==> src/design/iae_defs.vh <==
// Behaviour
// - edge mode reg 1 field picks input-3 edge: 00 fall, 01 rise, 11 both
// - edge mode reg 1 is 8 bits and resets to 00H, falling edge default
// - status word holds global enable; byte access plus enable/disable instructions
// - status word resets to 02H
// - any vectored acceptance pushes status word and clears global enable
// - non-maskable request ignores enable and masks and beats all others
// - non-maskable acceptance pushes status word then PC, clears enable, loads vector
// - a non-maskable request during non-maskable service is still accepted
// - maskable request eligible only with flag 1, mask 0, global enable 1
// - maskable request to service start takes 9 to 19 CPU clocks
// - simultaneous eligible maskable requests: highest fixed priority accepted first
// - requests not yet acceptable stay pending until conditions allow
// - maskable acceptance pushes status word then PC, clears enable, loads own vector
// - flag set before the final clock: acceptance right after that instruction
// - flag set in the final clock: next instruction runs before acceptance
// - after request or mask register access, hold all requests one more instruction
// - without re-enable in a routine, new maskable requests wait; no maskable nesting
// - request flag set on request, cleared on acceptance or reset
// - mask registers reset to FFH, all maskable sources disabled
// - priority 0 highest through 15 lowest
`ifndef IAE_DEFS_VH
`define IAE_DEFS_VH

// =====================================================
// register addresses
`define IAE_ADDR_EDGE_MODE1 16'hFFED
`define IAE_ADDR_REQ0 16'hFFE0
`define IAE_ADDR_REQ1 16'hFFE1
`define IAE_ADDR_MASK0 16'hFFE4
`define IAE_ADDR_MASK1 16'hFFE5

// =====================================================
// reset values and fields
`define IAE_EDGE_MODE1_RST 2'h0
`define IAE_PSW_RST 8'h02
`define IAE_REQ_RST 16'h0000
`define IAE_MASK_RST 16'hFFFF
`define IAE_IRQ_EN_BIT 1
`define IAE_EDGE_FALL 2'h0
`define IAE_EDGE_RISE 2'h1
`define IAE_EDGE_BOTH 2'h3
`define IAE_EXT3_SRC 4

// =====================================================
// vectors and timing
`define IAE_NMI_VECTOR 16'h0004
`define IAE_VEC_BASE 16'h0004
`define IAE_ACK_WAIT 4'h4

`endif

==> src/design/iae_interrupt_accept.v <==
`timescale 1ns/1ns
`include "iae_defs.vh"

module iae_interrupt_accept #(
  parameter NUM_SRC = 16,
  parameter [3:0] ACK_WAIT = `IAE_ACK_WAIT,
  parameter [15:0] NMI_VECTOR = `IAE_NMI_VECTOR
) (
  input wire clk, // cpu clock
  input wire reset_n, // synchronous reset
  input wire [15:0] busAddr, // memory access address
  input wire busWrEn, // byte write strobe
  input wire busRdEn, // byte read strobe
  input wire [7:0] busWrData, // write byte
  output reg [7:0] busRdData, // read byte, valid cycle after strobe
  input wire [7:0] pswWrData, // status word byte from cpu
  input wire pswWrEn, // status word write strobe
  input wire irqOnInstr, // enable instruction executed
  input wire irqOffInstr, // disable instruction executed
  output reg [7:0] pswOut, // current status word
  input wire instrDone, // final clock of current instruction
  input wire [NUM_SRC-1:0] irqSrc, // internal request pulses, bit 4 unused
  input wire nmiReq, // non-maskable request pulse
  input wire externalIrqInput3, // external interrupt pin 3
  output reg cpuHold, // acceptance sequence owns the cpu
  output reg stackPush, // push one item
  output reg stackPushPc, // 0 status word, 1 program counter
  output reg [7:0] pushData, // status word being pushed
  output reg vectorLoad, // load pc from vectorAddr
  output reg [15:0] vectorAddr, // vector table entry address
  output reg ackNmi // acceptance was non-maskable
);

  // =====================================================
  // states
  localparam [2:0] ST_IDLE = 3'h0;
  localparam [2:0] ST_WAIT = 3'h1;
  localparam [2:0] ST_PSW = 3'h2;
  localparam [2:0] ST_PC = 3'h3;
  localparam [2:0] ST_VEC = 3'h4;

  // =====================================================
  // registers
  reg [2:0] state_q;
  reg [2:0] state_d;
  reg [3:0] waitCnt_q;
  reg [1:0] edgeSel_q;
  reg [7:0] psw_q;
  reg [7:0] psw_d;
  reg [NUM_SRC-1:0] req_q;
  reg [NUM_SRC-1:0] req_d;
  reg [NUM_SRC-1:0] mask_q;
  reg [NUM_SRC-1:0] mask_d;
  reg nmiPend_q;
  reg hold_q;
  reg pin3_q;
  reg [3:0] ackIdx_q;
  reg ackIsNmi_q;
  reg [3:0] prioIdx;
  reg prioHit;
  reg edge3;
  reg [NUM_SRC-1:0] srcSet;
  integer i;

  // =====================================================
  // register decode and acceptance gating
  wire wrReq0 = busWrEn && (busAddr == `IAE_ADDR_REQ0);
  wire wrReq1 = busWrEn && (busAddr == `IAE_ADDR_REQ1);
  wire wrMask0 = busWrEn && (busAddr == `IAE_ADDR_MASK0);
  wire wrMask1 = busWrEn && (busAddr == `IAE_ADDR_MASK1);
  wire wrEdge = busWrEn && (busAddr == `IAE_ADDR_EDGE_MODE1);
  wire accReq = (busAddr == `IAE_ADDR_REQ0) || (busAddr == `IAE_ADDR_REQ1);
  wire accMask = (busAddr == `IAE_ADDR_MASK0) || (busAddr == `IAE_ADDR_MASK1);
  // reads count as manipulation too: bit tests of the flags also hold requests
  wire flagAccess = (busWrEn || busRdEn) && (accReq || accMask);
  wire blockNow = hold_q || flagAccess;
  wire irqEnBit = psw_q[`IAE_IRQ_EN_BIT];
  wire [NUM_SRC-1:0] elig = req_q & ~mask_q & {NUM_SRC{irqEnBit}};
  wire idle = (state_q == ST_IDLE);
  // flags are sampled as registered, so a flag set on the final clock misses
  wire acceptNmi = idle && instrDone && nmiPend_q && !blockNow;
  wire acceptMsk = idle && instrDone && !nmiPend_q && prioHit && !blockNow;
  wire accept = acceptNmi || acceptMsk;

  // =====================================================
  // edge detection on input 3
  always @*
  begin
    case (edgeSel_q)
      `IAE_EDGE_FALL: edge3 = pin3_q && !externalIrqInput3;
      `IAE_EDGE_RISE: edge3 = !pin3_q && externalIrqInput3;
      `IAE_EDGE_BOTH: edge3 = pin3_q != externalIrqInput3;
      // forbidden code detects nothing rather than guessing
      default: edge3 = 1'b0;
    endcase
  end

  always @*
  begin
    srcSet = irqSrc;
    srcSet[`IAE_EXT3_SRC] = edge3;
  end

  // =====================================================
  // fixed priority, lowest index wins
  always @*
  begin
    prioHit = 1'b0;
    prioIdx = 4'h0;
    // scan downward so the lowest eligible index is written last
    for (i = NUM_SRC - 1; i >= 0; i = i - 1)
    begin
      if (elig[i])
      begin
        prioHit = 1'b1;
        prioIdx = i[3:0];
      end
    end
  end

  // =====================================================
  // request and mask flags
  always @*
  begin
    req_d = req_q;
    if (wrReq0)
    begin
      req_d[7:0] = busWrData;
    end
    if (wrReq1)
    begin
      req_d[15:8] = busWrData;
    end
    if (acceptMsk)
    begin
      req_d[prioIdx] = 1'b0;
    end
    // set wins over clear so no request is lost; unaccepted flags persist
    req_d = req_d | srcSet;
  end

  always @*
  begin
    mask_d = mask_q;
    if (wrMask0)
    begin
      mask_d[7:0] = busWrData;
    end
    if (wrMask1)
    begin
      mask_d[15:8] = busWrData;
    end
  end

  // =====================================================
  // status word
  always @*
  begin
    psw_d = psw_q;
    // byte write also carries bit operations and the return restore
    if (pswWrEn)
    begin
      psw_d = pswWrData;
    end
    if (irqOnInstr)
    begin
      psw_d[`IAE_IRQ_EN_BIT] = 1'b1;
    end
    if (irqOffInstr)
    begin
      psw_d[`IAE_IRQ_EN_BIT] = 1'b0;
    end
    if (accept)
    begin
      // no maskable nesting until the routine re-enables
      psw_d[`IAE_IRQ_EN_BIT] = 1'b0;
    end
  end

  // =====================================================
  // acceptance sequence
  always @*
  begin
    state_d = state_q;
    case (state_q)
      ST_IDLE:
      begin
        if (accept)
        begin
          state_d = ST_WAIT;
        end
      end
      // fixed wind-down before the pushes, part of the service latency
      ST_WAIT:
      begin
        if (waitCnt_q == 4'h0)
        begin
          state_d = ST_PSW;
        end
      end
      ST_PSW: state_d = ST_PC;
      ST_PC: state_d = ST_VEC;
      ST_VEC: state_d = ST_IDLE;
      default: state_d = ST_IDLE;
    endcase
  end

  always @(posedge clk)
  begin
    if (!reset_n)
    begin
      state_q <= ST_IDLE;
      waitCnt_q <= 4'h0;
      edgeSel_q <= `IAE_EDGE_MODE1_RST;
      psw_q <= `IAE_PSW_RST;
      req_q <= `IAE_REQ_RST;
      mask_q <= `IAE_MASK_RST;
      nmiPend_q <= 1'b0;
      hold_q <= 1'b0;
      // pin history follows the pin in reset so no false edge follows it
      pin3_q <= externalIrqInput3;
      ackIdx_q <= 4'h0;
      ackIsNmi_q <= 1'b0;
      busRdData <= 8'h00;
      pswOut <= `IAE_PSW_RST;
      cpuHold <= 1'b0;
      stackPush <= 1'b0;
      stackPushPc <= 1'b0;
      pushData <= 8'h00;
      vectorLoad <= 1'b0;
      vectorAddr <= 16'h0000;
      ackNmi <= 1'b0;
    end
    else
    begin
      state_q <= state_d;
      psw_q <= psw_d;
      pswOut <= psw_d;
      req_q <= req_d;
      mask_q <= mask_d;
      pin3_q <= externalIrqInput3;
      // set wins so a pulse in the accept cycle is not lost
      nmiPend_q <= nmiReq || (nmiPend_q && !acceptNmi);
      if (wrEdge)
      begin
        // upper bits are expected zero and are not stored
        edgeSel_q <= busWrData[1:0];
      end
      if (instrDone && idle)
      begin
        // hold lasts through the instruction after the access
        hold_q <= flagAccess;
      end
      else if (flagAccess)
      begin
        hold_q <= 1'b1;
      end
      if (accept)
      begin
        waitCnt_q <= ACK_WAIT - 4'h1;
        ackIdx_q <= prioIdx;
        ackIsNmi_q <= acceptNmi;
        pushData <= psw_q;
      end
      else if (waitCnt_q != 4'h0)
      begin
        waitCnt_q <= waitCnt_q - 4'h1;
      end
      // read data stands one cycle; the idle bus reads zero
      busRdData <= 8'h00;
      if (busRdEn)
      begin
        case (busAddr)
          `IAE_ADDR_EDGE_MODE1: busRdData <= {6'h00, edgeSel_q};
          `IAE_ADDR_REQ0: busRdData <= req_q[7:0];
          `IAE_ADDR_REQ1: busRdData <= req_q[15:8];
          `IAE_ADDR_MASK0: busRdData <= mask_q[7:0];
          `IAE_ADDR_MASK1: busRdData <= mask_q[15:8];
          default: busRdData <= 8'h00;
        endcase
      end
      // outputs follow the next state so they line up with it
      cpuHold <= (state_d != ST_IDLE);
      stackPush <= (state_d == ST_PSW) || (state_d == ST_PC);
      stackPushPc <= (state_d == ST_PC);
      vectorLoad <= (state_d == ST_VEC);
      if (state_d == ST_VEC)
      begin
        ackNmi <= ackIsNmi_q;
        if (ackIsNmi_q)
        begin
          vectorAddr <= NMI_VECTOR;
        end
        else
        begin
          // two bytes per vector entry
          vectorAddr <= `IAE_VEC_BASE + {11'h000, ackIdx_q, 1'b0};
        end
      end
    end
  end

endmodule

==> config.mk <==
export PLATFORM = sky130hd
export DESIGN_NAME = iae_interrupt_accept
export DESIGN_NICKNAME = d
export VERILOG_FILES = /design/src/design/iae_interrupt_accept.v
export VERILOG_INCLUDE_DIRS = /design/src /design/src/design
export SDC_FILE = /design/constraint.sdc
export NUM_CORES = 1
export LEC_CHECK = 0
export BUFFER_PORTS_ARGS = -buffer_cell sky130_fd_sc_hd__buf_2
export CORE_MARGIN = 4
export CORE_UTILIZATION = 53
export DETAILED_ROUTE_END_ITERATION = 6
export GPL_ROUTABILITY_DRIVEN = 0
export GPL_TIMING_DRIVEN = 0
export PLACE_DENSITY = 0.92
export SLEW_MARGIN = 40
export SYNTH_ARGS = -nofsm -noshare
export SYNTH_HDL_FRONTEND = slang
export SYNTH_SLANG_ARGS = --single-unit
==> constraint.sdc <==
create_clock -name clk -period 2.6 [get_ports clk]
set_input_delay 0.26 -clock clk [delete_from_list [all_inputs] [get_ports clk]]
set_output_delay 0.26 -clock clk [all_outputs]
set_load 0.02 [all_outputs]
# ---- Word level (Yosys, flattened, before mapping)
# Cells that the tools add are included.
dict set report totals {
  input_bits 58
  ff_bits 94
  output_inout_bits 45
}
dict set report classes {
  bitwise_logic 7
  n_reduce_logical 39
  order_cmp 2
  n_mux 51
  addsub 2
  n_eq_ne 14
}
# cell count
set op_table {}
lappend op_table {{$eq A16 B16 Y1 const B} 5}
lappend op_table {{$mux W4} 16}
lappend op_table {{$and A16 B16 Y16} 3}
lappend op_table {{$pmux W8 S5} 1}
lappend op_table {{$not A16 Y16} 2}
lappend op_table {{$mux W1} 22}
lappend op_table {{$logic_and A1 B1 Y1} 16}
lappend op_table {{$mux W16} 1}
lappend op_table {{$mux W8} 2}
lappend op_table {{$or A16 B16 Y16} 1}
lappend op_table {{$eq A3 B2 Y1 const B} 4}
lappend op_table {{$pmux W3 S4} 1}
lappend op_table {{$logic_or A1 B1 Y1} 8}
lappend op_table {{$reduce_bool A4 Y1} 2}
lappend op_table {{$add A3 B5 Y6 const A} 1}
lappend op_table {{$mux W2} 3}
lappend op_table {{$mux W3} 2}
lappend op_table {{$mux W6} 1}
lappend op_table {{$logic_not A1 Y1} 5}
lappend op_table {{$lt A4 B5 Y1 const B} 1}
lappend op_table {{$demux W1 S4} 1}
lappend op_table {{$ge A4 B1 Y1 const B} 1}
lappend op_table {{$logic_not A4 Y1} 1}
lappend op_table {{$reduce_bool A2 Y1} 2}
lappend op_table {{other kinds (13)} 13}

# ---- Logic depth before layout (Yosys ltp)
# Gate-level depths: netlist of the first run.
dict set report depth {
  depth_word 27
  ltp_mapped 8
  ltp_nobuf 6
}

# ---- Worst setup path after synthesis of the first run
# Ideal clock, no wire load.
dict set report synth_path {
  path_type {input to register}
  startpoint {input port busAddr[1]}
  endpoint {register req_q[5]}
  slack_ps 655
  arrival_ps 1821
  path_buffers 1
  setup_ps 123
  cell_stages 7
  required_time_ps 2477
  cell_sequence {or2_4 -> nor4_4 -> nand4bb_2 -> buf_6 -> mux2_4 -> o21ai_2 -> a21oi_1}
}
dict set report synth_via {
  elab_chain_len 9
  word_cells_on_any_way 16
  classes_between {eq/ne (4); mux (2); bitwise (2); reduce/logical (8)}
}
# item line
set synth_rtl {}
lappend synth_rtl {{from (decl)} iae_interrupt_accept.v:11} ;# input wire [15:0] busAddr,
lappend synth_rtl {{$eq A16 B16 Y1} n/a}
lappend synth_rtl {{$logic_or A1 B1 Y1 (on tied branches)} {iae_interrupt_accept.v:72, iae_interrupt_accept.v:73}}
lappend synth_rtl {{$logic_or A1 B1 Y1} iae_interrupt_accept.v:75} ;# wire flagAccess = (busWrEn || busRdEn) && (accReq || accMask);
lappend synth_rtl {{$logic_and A1 B1 Y1} iae_interrupt_accept.v:75}
lappend synth_rtl {{$logic_or A1 B1 Y1} iae_interrupt_accept.v:76} ;# wire blockNow = hold_q || flagAccess;
lappend synth_rtl {{$logic_not A1 Y1} iae_interrupt_accept.v:82} ;# wire acceptMsk = idle && instrDone && !nmiPend_q && prioHit && !blockNow;
lappend synth_rtl {{$logic_and A1 B1 Y1} iae_interrupt_accept.v:82}
lappend synth_rtl {{$mux W16 *} iae_interrupt_accept.v:134} ;# if (acceptMsk)
lappend synth_rtl {{$or A16 B16 Y16 *} iae_interrupt_accept.v:139} ;# req_d = req_d | srcSet;
lappend synth_rtl {{to (signal assigned)} iae_interrupt_accept.v:216} ;# req_q <= `IAE_REQ_RST;
lappend synth_rtl {{to (signal assigned)} iae_interrupt_accept.v:239} ;# req_q <= req_d;
lappend synth_rtl {{to (decl)} iae_interrupt_accept.v:50} ;# reg [NUM_SRC-1:0] req_q;
# Every way passes the cells marked *; elsewhere a longest branch is shown, timed or not.
# A chain may end at the register's enable or synchronous reset.

# ---- Final worst setup path of the first run
dict set report layout_path {
  startpoint {register state_q[1]}
  endpoint {register req_q[14]}
}
dict set report layout_via {
  elab_chain_len 7
}
# item line
set layout_rtl {}
lappend layout_rtl {{from (decl)} iae_interrupt_accept.v:44} ;# reg [2:0] state_q;
lappend layout_rtl {{from (signal assigned)} iae_interrupt_accept.v:236} ;# state_q <= state_d;
lappend layout_rtl {{$logic_not A3 Y1} iae_interrupt_accept.v:79} ;# wire idle = (state_q == ST_IDLE);
lappend layout_rtl {{$logic_and A1 B1 Y1 (4 in series)} iae_interrupt_accept.v:82}
lappend layout_rtl {{$mux W16} iae_interrupt_accept.v:134}
lappend layout_rtl {{$or A16 B16 Y16} iae_interrupt_accept.v:139}
# Every way passes these cells.

==> results of run 1 <==
==> per-stage QoR <==
step                instance area (sq um)  total power [mW]  setup WS (ns)  utilization  cells
detailed placement                   4690              1.92          0.164        0.636    632
finish                               4910              2.96          0.167        0.666    648
CTS                                  4910              2.95          0.266        0.666    648
floorplan                            4120              1.77          0.655            -    445
global placement                     4690              1.90          0.249        0.636    632
global route                         4910              3.08         0.0594        0.666    648
==> cell families after synthesis <==
family                   synth area share
AO/OA/AOI/OAI                       0.150
flip-flops                          0.407
XOR/XNOR                          0.00858
multiplexers                        0.146
buffers and inverters              0.0564
AND/OR/NAND/NOR                     0.218
other                            0.000918
adder cells (fa/ha/maj)            0.0123
==> how the worst max path moves through the flow <==
stage	startpoint	end	slack, ns	cells past startpoint
finish	state_q[1]	req_q[14]	0.17	6
global route	state_q[1]	req_q[15]	0.06	6
global placement	busAddr[1]	req_q[12]	0.25	7
floorplan	busAddr[1]	req_q[5]	0.66	7
detailed placement	busAddr[1]	mask_q[3]	0.16	8
CTS	state_q[1]	req_q[14]	0.27	6
==> synthesized netlist by cell type, drive strengths merged (5+ instances only) <==
master  instances
dfxtp          83
nand2          42
nor2b          35
mux2i          29
o21ai          27
nor2           24
buf            18
nand3          17
a21oi          16
clkbuf         13
inv            12
nand2b         11
mux2           10
o21a           10
nand4           9
mux4            8
a21boi          7
a31oi           7
and2            5
o211ai          5
==> power groups by stage <==
| stage | combinational, mW | clock [mW] | sequential (mW) |
|---|---|---|---|
| 6_report | 0.504 | 1.05 | 1.40 |
| 5_1_grt | 0.561 | 1.10 | 1.41 |
| 4_1_cts | 0.501 | 1.05 | 1.40 |
| 3_5_place_dp | 0.495 | 0 | 1.43 |
| 3_3_place_gp | 0.472 | 0 | 1.42 |
| 2_1_floorplan | 0.334 | 0 | 1.44 |
==> layer usage <==
metal / vias up / part of all wire
li1: 1740 / -
met1: 1781 / 0.39
met2: 272 / 0.47
met3: 53 / 0.11
met4: 0 / 0.031
met5: - / 0
==> layout make-up <==
class                      instances  share of cell area
buffer                            31              0.0377
inverter                          12             0.00918
sequential                        83               0.339
clock buffer                       9              0.0252
multi-input combinational        319               0.454
tap                               99              0.0252
timing repair buffer              88              0.0897
clock inverter                     7              0.0201
==> worst max-delay path: stages (launching register included) <==
cell and delay, ns:
dfxtp_1 0.34, nor2_1 0.14, nand3b_1 0.17, a2111oi_2 0.66
nor4b_2 0.65, a31oi_1 0.17, o21a_1 0.19
==> flip-flops by register name (all words and copies together) (netlist names) <==
register and flops:
edgeSel_q 2, nmiPend_q 1, cpuHold 1, state_q 3
waitCnt_q 4, vectorLoad 1, busRdData 8, req_q 16
ackIsNmi_q 1, pin3_q 1, pushData 8, vectorAddr 5
psw_q 8, ackNmi 1, ackIdx_q 4, stackPush 1
mask_q 16, hold_q 1, stackPushPc 1
==> flow_summary_export.csv, run 1 <==
group,metric,value,unit
routing,drt_pass1_iterations,6,
finish,fillerInstances,580,
setup_path,critPathCaptureType,"flop",
finish,area_growth,20.2,%
logic_synthesis,synth_area_leader_cell,"dfxtp_1",
setup_path,crit_arrival,2.71,ns
global_route,grt_max_degree,16,
global_route,met2_usage,0.414,
sta,hold_viol_final,0,
setup_path,required,2.87,ns
sta,hold_slack,0.0176,ns
finish,multi_input_area,2230,sq um
pwr,p_clk_frac,0.355,
logic_synthesis,async_flop_share,0,
sta,setup_viol,0,
pwr,irDropWorstVdd,397,uV
cts,cts_resized,0,
logic_synthesis,synth_seq_cells,83,
worst_hold_path,whs_endpoint,"pin3_q",
floorplan,num_rows,31,
global_route,overflow,0,
logic_synthesis,synth-main-ff-cell,"dfxtp_1",
job,drv_cap,0,
floorplan,die_y,95.8,um
floorplan,pin_count,103,
global_route,antenna_found_initial,0,
finish,most-common-layout-cells,"89 x buf_2, 83 x dfxtp_1, 42 x nand2_1",
pwr,p_int,2.12,mW
sta,fin_crit,2.43,ns
worst_hold_path,whs_path_depth,1,
worst_hold_path,min_path_type,"in2reg",
logic_synthesis,synthCells,435,
place,hpwl,8220,um
floorplan,core-area,7370,sq um
routing,drt_wl_total,11200,um
finish,register_area,1660,sq um
sta,rsz0062_at_grt,"no",
logic_synthesis,yosysSeqAreaShare,0.407,
routing,antenna_left,0,
finish,final_common_cell,"buf_2",
sta,tightestPinTransition,0.812,ns
global_route,met1_usage,0.310,
routing,wl_per_cell,17.3,um
logic_synthesis,synth.area.top_cells,"dfxtp_1 41%, mux2i_1 7.1%, nor2b_1 5.4%",
global_route,grt_first_pass_wirelength,17900,um
pwr,p_comb_frac,0.170,
finish,final_nets,606,
routing,drc,0,
floorplan,start_util,0.554,
sta,finalMaxSlewViolations,0,
pwr,switching_share,0.283,
setup_path,crit_fanout,6,
logic_synthesis,synth_edf_count,0,
setup_path,r2r_end,"req_q[14]",
finish,drive_above_1_share,0.275,
setup_path,crit_path_start_kind,"flop",
pwr,p_leak,2.21,nW
cts,clockBufferDepth,2,
logic_synthesis,ys_types,55,
cts,cts_tree,"built",
cts,cts_root_buf,"clkbuf_8",
routing,drt_iter0_drc,401,
floorplan,dieArea,9170,sq um
setup_path,r2r_start,"state_q[1]",
sta,clock.fmax,411,MHz
global_route,grt_use_total,0.255,
floorplan,die_w,95.8,um
setup_path,reg2reg_depth,6,
routing,vias_per_cell,5.94,
sta,finClkSkew,0.0127,ns
outcome,status,"finished clean",
cts,post_cts_buffers,0,
setup_path,r2r_setup_slack,0.17,ns
finish,n_antenna_cell,0,
worst_hold_path,min_from,"externalIrqInput3",
sta,tns,0,ns
global_route,gr-usage-met3,0.0797,
logic_synthesis,yosysTopAreaCellShare,0.407,
sta,relSlewSlack,0.455,
cts,path_clk_slew,0.09,ns
cts,clk_latency,0.38,ns
setup_path,worstSetupPathType,"reg2reg",
cts,cts_hold_buf,0,
pwr,seqPwrFrac,0.475,
cts,clkSinkCount,83,
logic_synthesis,synth.avg_cell_area,9.39,sq um
logic_synthesis,yosys_warnings,0,
cts,cts_buffers,9,
global_route,grt.busiest_layer,"met2",
global_route,grt_pass1_vias,3796,
routing,routed-via-count,3846,
place,io_buffers,88,
pwr,p_switching,0.838,mW
cts,cts_htree_levels,3,
pwr,p_per_area,602,nW/um^2
sta,final.period_utilization,0.936,
logic_synthesis,syn_area,4080,sq um
Power figures use the tool's default switching activity.
==> run 2, diff against run 1 <==
Settings changed: CORE_UTILIZATION 53 to 48, PLACE_DENSITY 0.92 to 0.88, RECOVER_POWER set to 25.
Clock period 2.6 ns to 2 ns, I/O delays scaled along.
==> run 2 against run 1 <==
Against the previous run:
- count of clock-buffer cells in the layout up 2
- cell area up 4.3%
- sequential power up 31%
- utilization down 4.6 points
- highest routed layer unchanged
==> flow_summary_export.csv, run 2 (same netlist as run 1, synthesis figures left out) <==
group,metric,value,unit
routing,wl_per_cell,17.8,um
finish,reg_top3,"mask_q: 16 flops, req_q: 16 flops",
finish,final_nets,622,
floorplan,pin_count,103,
finish,fin_util,0.620,
worst_hold_path,whs_endpoint,"req_q[14]",
setup_path,critPathCaptureType,"flop",
routing,drc,0,
routing,drt_pass1_iterations,6,
routing,vias_per_cell,5.75,
routing,drt_iter0_drc,352,
sta,setup_viol,0,
finish,register_area,1660,sq um
routing,drt_wl_total,11900,um
setup_path,cp_cell_sequence,"nor2b_1 > or2_1 > o31a_1 > nor4b_4 > a31oi_1 > o21a_1",
setup_path,reg2reg_depth,6,
finish,drive_above_1_share,0.275,
setup_path,path_buf_inv,0,
global_route,grt_use_total,0.233,
setup_path,cp_top_family,"simple AND/OR/NAND/NOR gates",
global_route,antenna_found_initial,0,
floorplan,dieArea,10000,sq um
place,hpwl,8330,um
routing,antenna_left,0,
floorplan,core-area,8260,sq um
setup_path,worstSetupPathType,"reg2reg",
sta,setup_slack,0.0141,ns
cts,cts_buffers,9,
setup_path,crit_path_start_kind,"flop",
cts,clockBufferDepth,2,
finish,area_growth,25.4,%
sta,fin_crit,1.99,ns
pwr,p_total,3.84,mW
cts,clk_latency,0.36,ns
outcome,status,"finished clean",
finish,n_antenna_cell,0,
finish,fillerInstances,651,
setup_path,crit_slowest_cell,"nor4b_4",
sta,tightestPinTransition,0.704,ns
global_route,grt_pass1_vias,3771,
global_route,grt_first_pass_wirelength,18400,um
sta,hold_viol_final,0,
finish,final_common_cell,"dfxtp_1",
pwr,p_leak,2.23,nW
cts,cts_tree,"built",
setup_path,crit_fanout,5,
worst_hold_path,whs_path_depth,2,
place,io_buffers,88,
floorplan,die_w,100,um
sta,finClkSkew,0.0146,ns
setup_path,required,2.25,ns
sta,relSlewSlack,0.531,
cts,cts_htree_levels,3,
global_route,grt_max_degree,14,
setup_path,r2r_setup_slack,0.01,ns
sta,final.period_utilization,0.993,
finish,multi_input_area,2350,sq um
worst_hold_path,min_path_type,"in2reg",
finish,most-common-layout-cells,"81 x dfxtp_1, 64 x buf_2, 41 x nand2_1",
place,pre_cts_ws,-0.338,ns
setup_path,r2r_end,"req_q[15]",
setup_path,r2r_start,"req_q[2]",
setup_path,crit_arrival,2.24,ns
global_route,overflow,0,
sta,tns,0,ns
sta,clock.fmax,504,MHz
job,drv_cap,0,
cts,cts_root_buf,"clkbuf_8",
floorplan,die_y,100,um
setup_path,max_stage_delay,0.39,ns
routing,routed-via-count,3844,
cts,path_clk_slew,0.08,ns
cts,clkSinkCount,83,
pwr,p_per_area,749,nW/um^2
floorplan,start_util,0.495,
sta,rsz0062_at_grt,"yes",
worst_hold_path,min_from,"irqSrc[14]",
sta,finalMaxSlewViolations,0,
pwr,irDropWorstVdd,394,uV
floorplan,num_rows,33,
## run 2: changes by cell type in the layout (fill, tap and decap cells not counted), moves of 3 or more
cell      previous run  this run
buf_2               89        64
clkbuf_1            13        38
buf_4               12        27
nand2b_1            11         8
## run 2: cell type report
| cell class | instances | area share |
|---|---|---|
| clock buffers | 11 | 0.0257 |
| inverters | 12 | 0.00880 |
| flip-flops and latches | 83 | 0.325 |
| multi-input cells | 319 | 0.459 |
| plain buffers | 31 | 0.0367 |
| repair buffers | 104 | 0.104 |
| clock inverters | 4 | 0.0149 |
| well taps | 105 | 0.0257 |
## run 2: worst reg2reg max path, stage by stage, from the launching register on
cell and delay [ns]:
dfxtp_1 0.33, nor2b_1 0.19, or2_1 0.27, o31a_1 0.35, nor4b_4 0.39, a31oi_1 0.15
o21a_1 0.18
## run 2: what timing repair did
item	CTS	global route
setup endpoints to repair	34	27
hold buffers	1	0
buffers inserted	1	14
endpoints found under the hold margin	1	0
gates resized for setup	9	19
pin swaps	6	9
cloned	0	0
## run 2: power breakdown
group / switching [mW] / internal, mW / leakage [nW] / total, mW
registers: 0.0850 / 1.75 / 0.680 / 1.83
clock network: 0.603 / 0.700 / 0.0996 / 1.30
logic: 0.378 / 0.323 / 1.45 / 0.700
total: 1.07 / 2.77 / 2.23 / 3.84
## run 2: routing by layer
metal  up-vias  wire length (um)  GRT usage  part of all wire
met5         -                 0          0                 0
met4         0               421      0.117             0.035
met3        46              1120     0.0674             0.094
met2       235              5780      0.378              0.49
met1      1785              4590      0.282              0.39
li1       1778                 -          -                 -
## run 2: how the worst max path moves through the flow
| stage | startpoint | to | slack, ns | cells after the start |
|---|---|---|---|---|
| after floorplan | busAddr[1] | req_q[5] | 0.12 | 7 |
| after CTS | req_q[9] | req_q[15] | -0.004 | 6 |
| after global placement | state_q[1] | req_q[2] | -0.33 | 6 |
| final | req_q[2] | req_q[15] | 0.01 | 6 |
| after global routing | mask_q[7] | req_q[14] | -0.03 | 6 |
| after detailed placement | busAddr[1] | req_q[9] | -0.34 | 7 |
## run 2: stage by stage
step,hold WS [ns],cell area (sq um),instances
2_1_floorplan,0.228,4120,445
3_3_place_gp,0.336,4690,638
3_5_place_dp,0.339,4690,638
4_1_cts,0.0529,4980,655
5_1_grt,0.0442,5120,669
6_report,0.0585,5120,669
==> run 3, diff against run 2 <==
Settings changed: CORE_UTILIZATION 48 to 53, PLACE_DENSITY 0.88 to 0.92.
Clock period 2 ns to 2.1 ns, I/O delays scaled along.
==> run 3 against run 2 <==
Against the previous run:
- the flow now finishes with violations (negative setup slack)
- cell area down 2.1%
- sequential share of layout area rose by 0.63 points
- register-to-register slack got worse by 0.03 ns
- first-iteration DRC count rose by 58%
- wire length increased by 2.3%
- utilization up 6.0 points
- critical endpoint is now req_q[14]
==> flow_summary_export.csv, run 3 (same netlist as run 1, synthesis figures left out) <==
group,metric,value,unit
outcome,status,"finished, violations left",
outcome,failed_checks,"negative setup slack",
routing,drt_wl_total,12200,um
global_route,grt_first_pass_wirelength,18100,um
cts,cts_root_buf,"clkbuf_8",
place,hpwl,8220,um
routing,vias_per_cell,5.99,
routing,routed-via-count,3917,
finish,most-common-layout-cells,"83 x dfxtp_1, 65 x buf_2, 42 x nand2_1",
worst_hold_path,whs_path_depth,2,
routing,top_layer,"met4",
routing,met2_length,5740,um
setup_path,cp_cell_sequence,"nor2b_1 > or2_1 > o31a_1 > nor4b_4 > a31oi_1 > o21a_1",
cts,cts_buffers,9,
pwr,irDropWorstVdd,495,uV
floorplan,die_w,95.8,um
pwr,p_leak,2.17,nW
floorplan,pin_count,103,
setup_path,crit_fanout,5,
place,io_buffers,88,
global_route,overflow,0,
global_route,grt_use_total,0.258,
finish,reg_top3,"mask_q: 16 flops, req_q: 16 flops",
sta,final.period_utilization,1.01,
pwr,p_total,3.70,mW
cts,clkSinkCount,83,
floorplan,start_util,0.554,
floorplan,core-area,7370,sq um
setup_path,endpoint,"req_q[14]",
cts,clk_latency,0.37,ns
setup_path,r2r_end,"req_q[14]",
finish,n_antenna_cell,0,
setup_path,crit_path_start_kind,"flop",
sta,clock.fmax,472,MHz
finish,drive_above_1_share,0.252,
worst_hold_path,min_path_type,"in2reg",
setup_path,required,2.37,ns
routing,drt_pass1_iterations,6,
pwr,p_per_area,738,nW/um^2
routing,wl_per_cell,18.6,um
sta,hold_viol_final,0,
finish,area_growth,22.8,%
routing,wl_met1,4470,um
setup_path,reg2reg_depth,6,
setup_path,crit_cells,6,
setup_path,crit_slowest_cell,"nor4b_4",
setup_path,max_stage_delay,0.47,ns
finish,final_nets,612,
cts,clockBufferDepth,2,
setup_path,critPathCaptureType,"flop",
floorplan,die_y,95.8,um
cts,path_clk_slew,0.09,ns
sta,fin_crit,2.12,ns
finish,stdcell_count,654,
sta,finalMaxSlewViolations,0,
floorplan,num_rows,31,
cts,cts_tree,"built",
setup_path,worstSetupPathType,"reg2reg",
setup_path,path_buf_inv,0,
routing,antenna_left,0,
finish,fillerInstances,545,
setup_path,cp-startpoint,"req_q[3]",
setup_path,cp_top_family,"simple AND/OR/NAND/NOR gates",
setup_path,r2r_start,"req_q[3]",
finish,final_common_cell,"dfxtp_1",
sta,setup_viol,2,
sta,setup_slack,-0.0168,ns
setup_path,r2r_setup_slack,-0.02,ns
routing,drc,0,
sta,tightestPinTransition,0.601,ns
sta,relSlewSlack,0.600,
place,dpl.cell_count,632,
job,drv_cap,0,
sta,finClkSkew,0.0164,ns
global_route,antenna_found_initial,0,
global_route,grt_pass1_vias,3856,
setup_path,crit_arrival,2.38,ns
routing,wl_met3,1360,um
routing,drt_iter0_drc,555,
global_route,grt_max_degree,16,
cts,cts_htree_levels,3,
floorplan,dieArea,9170,sq um
-- run 3: per-stage QoR --
step	util	TNS (ns)	setup slack (ns)	hold WS (ns)	area (sq um)
after floorplan	-	0	0.205	0.238	4120
after global placement	0.636	-5.44	-0.201	0.344	4690
after detailed placement	0.636	-7.48	-0.286	0.345	4690
after CTS	0.672	0	0.0123	0.0576	4950
after global routing	0.680	-0.0987	-0.0389	0.0491	5010
final	0.680	-0.0300	-0.0168	0.0634	5010
-- run 3: cell type report --
type                       count  area, sq um  area share
multi-input combinational    319         2310       0.461
sequential                    83         1660       0.331
timing repair buffer          94          458      0.0913
buffer                        31          191      0.0382
clock buffer                   9          124      0.0247
tap                           99          124      0.0247
clock inverter                 7         98.8      0.0197
inverter                      12         45.0     0.00898
-- run 3: how the worst min path moves through the flow --
stage / start / endpoint / slack (ns)
6_report: irqSrc[3] / req_q[3] / 0.06
5_1_grt: irqSrc[3] / req_q[3] / 0.05
4_1_cts: irqSrc[3] / req_q[3] / 0.06
3_5_place_dp: externalIrqInput3 / pin3_q / 0.34
3_3_place_gp: externalIrqInput3 / pin3_q / 0.34
2_1_floorplan: externalIrqInput3 / pin3_q / 0.24
-- run 3: repair_timing --
item,CTS,global route
buffers inserted,0,4
gates cloned,0,0
resized for setup,4,13
hold buffers,1,0
pin swaps,0,4
hold endpoints to repair,1,0
endpoints found under the setup margin,22,37
-- run 3: metal layers --
metal / track usage / vias to the layer above
met4: 0.130 / 0
met5: 0 / -
met3: 0.0821 / 72
li1: - / 1747
met2: 0.417 / 295
met1: 0.309 / 1803
-- run 3: power breakdown --
| part | switching, mW | leakage, nW | internal [mW] |
|---|---|---|---|
| combinational | 0.358 | 1.38 | 0.300 |
| sequential | 0.0773 | 0.679 | 1.66 |
| clock | 0.622 | 0.110 | 0.678 |
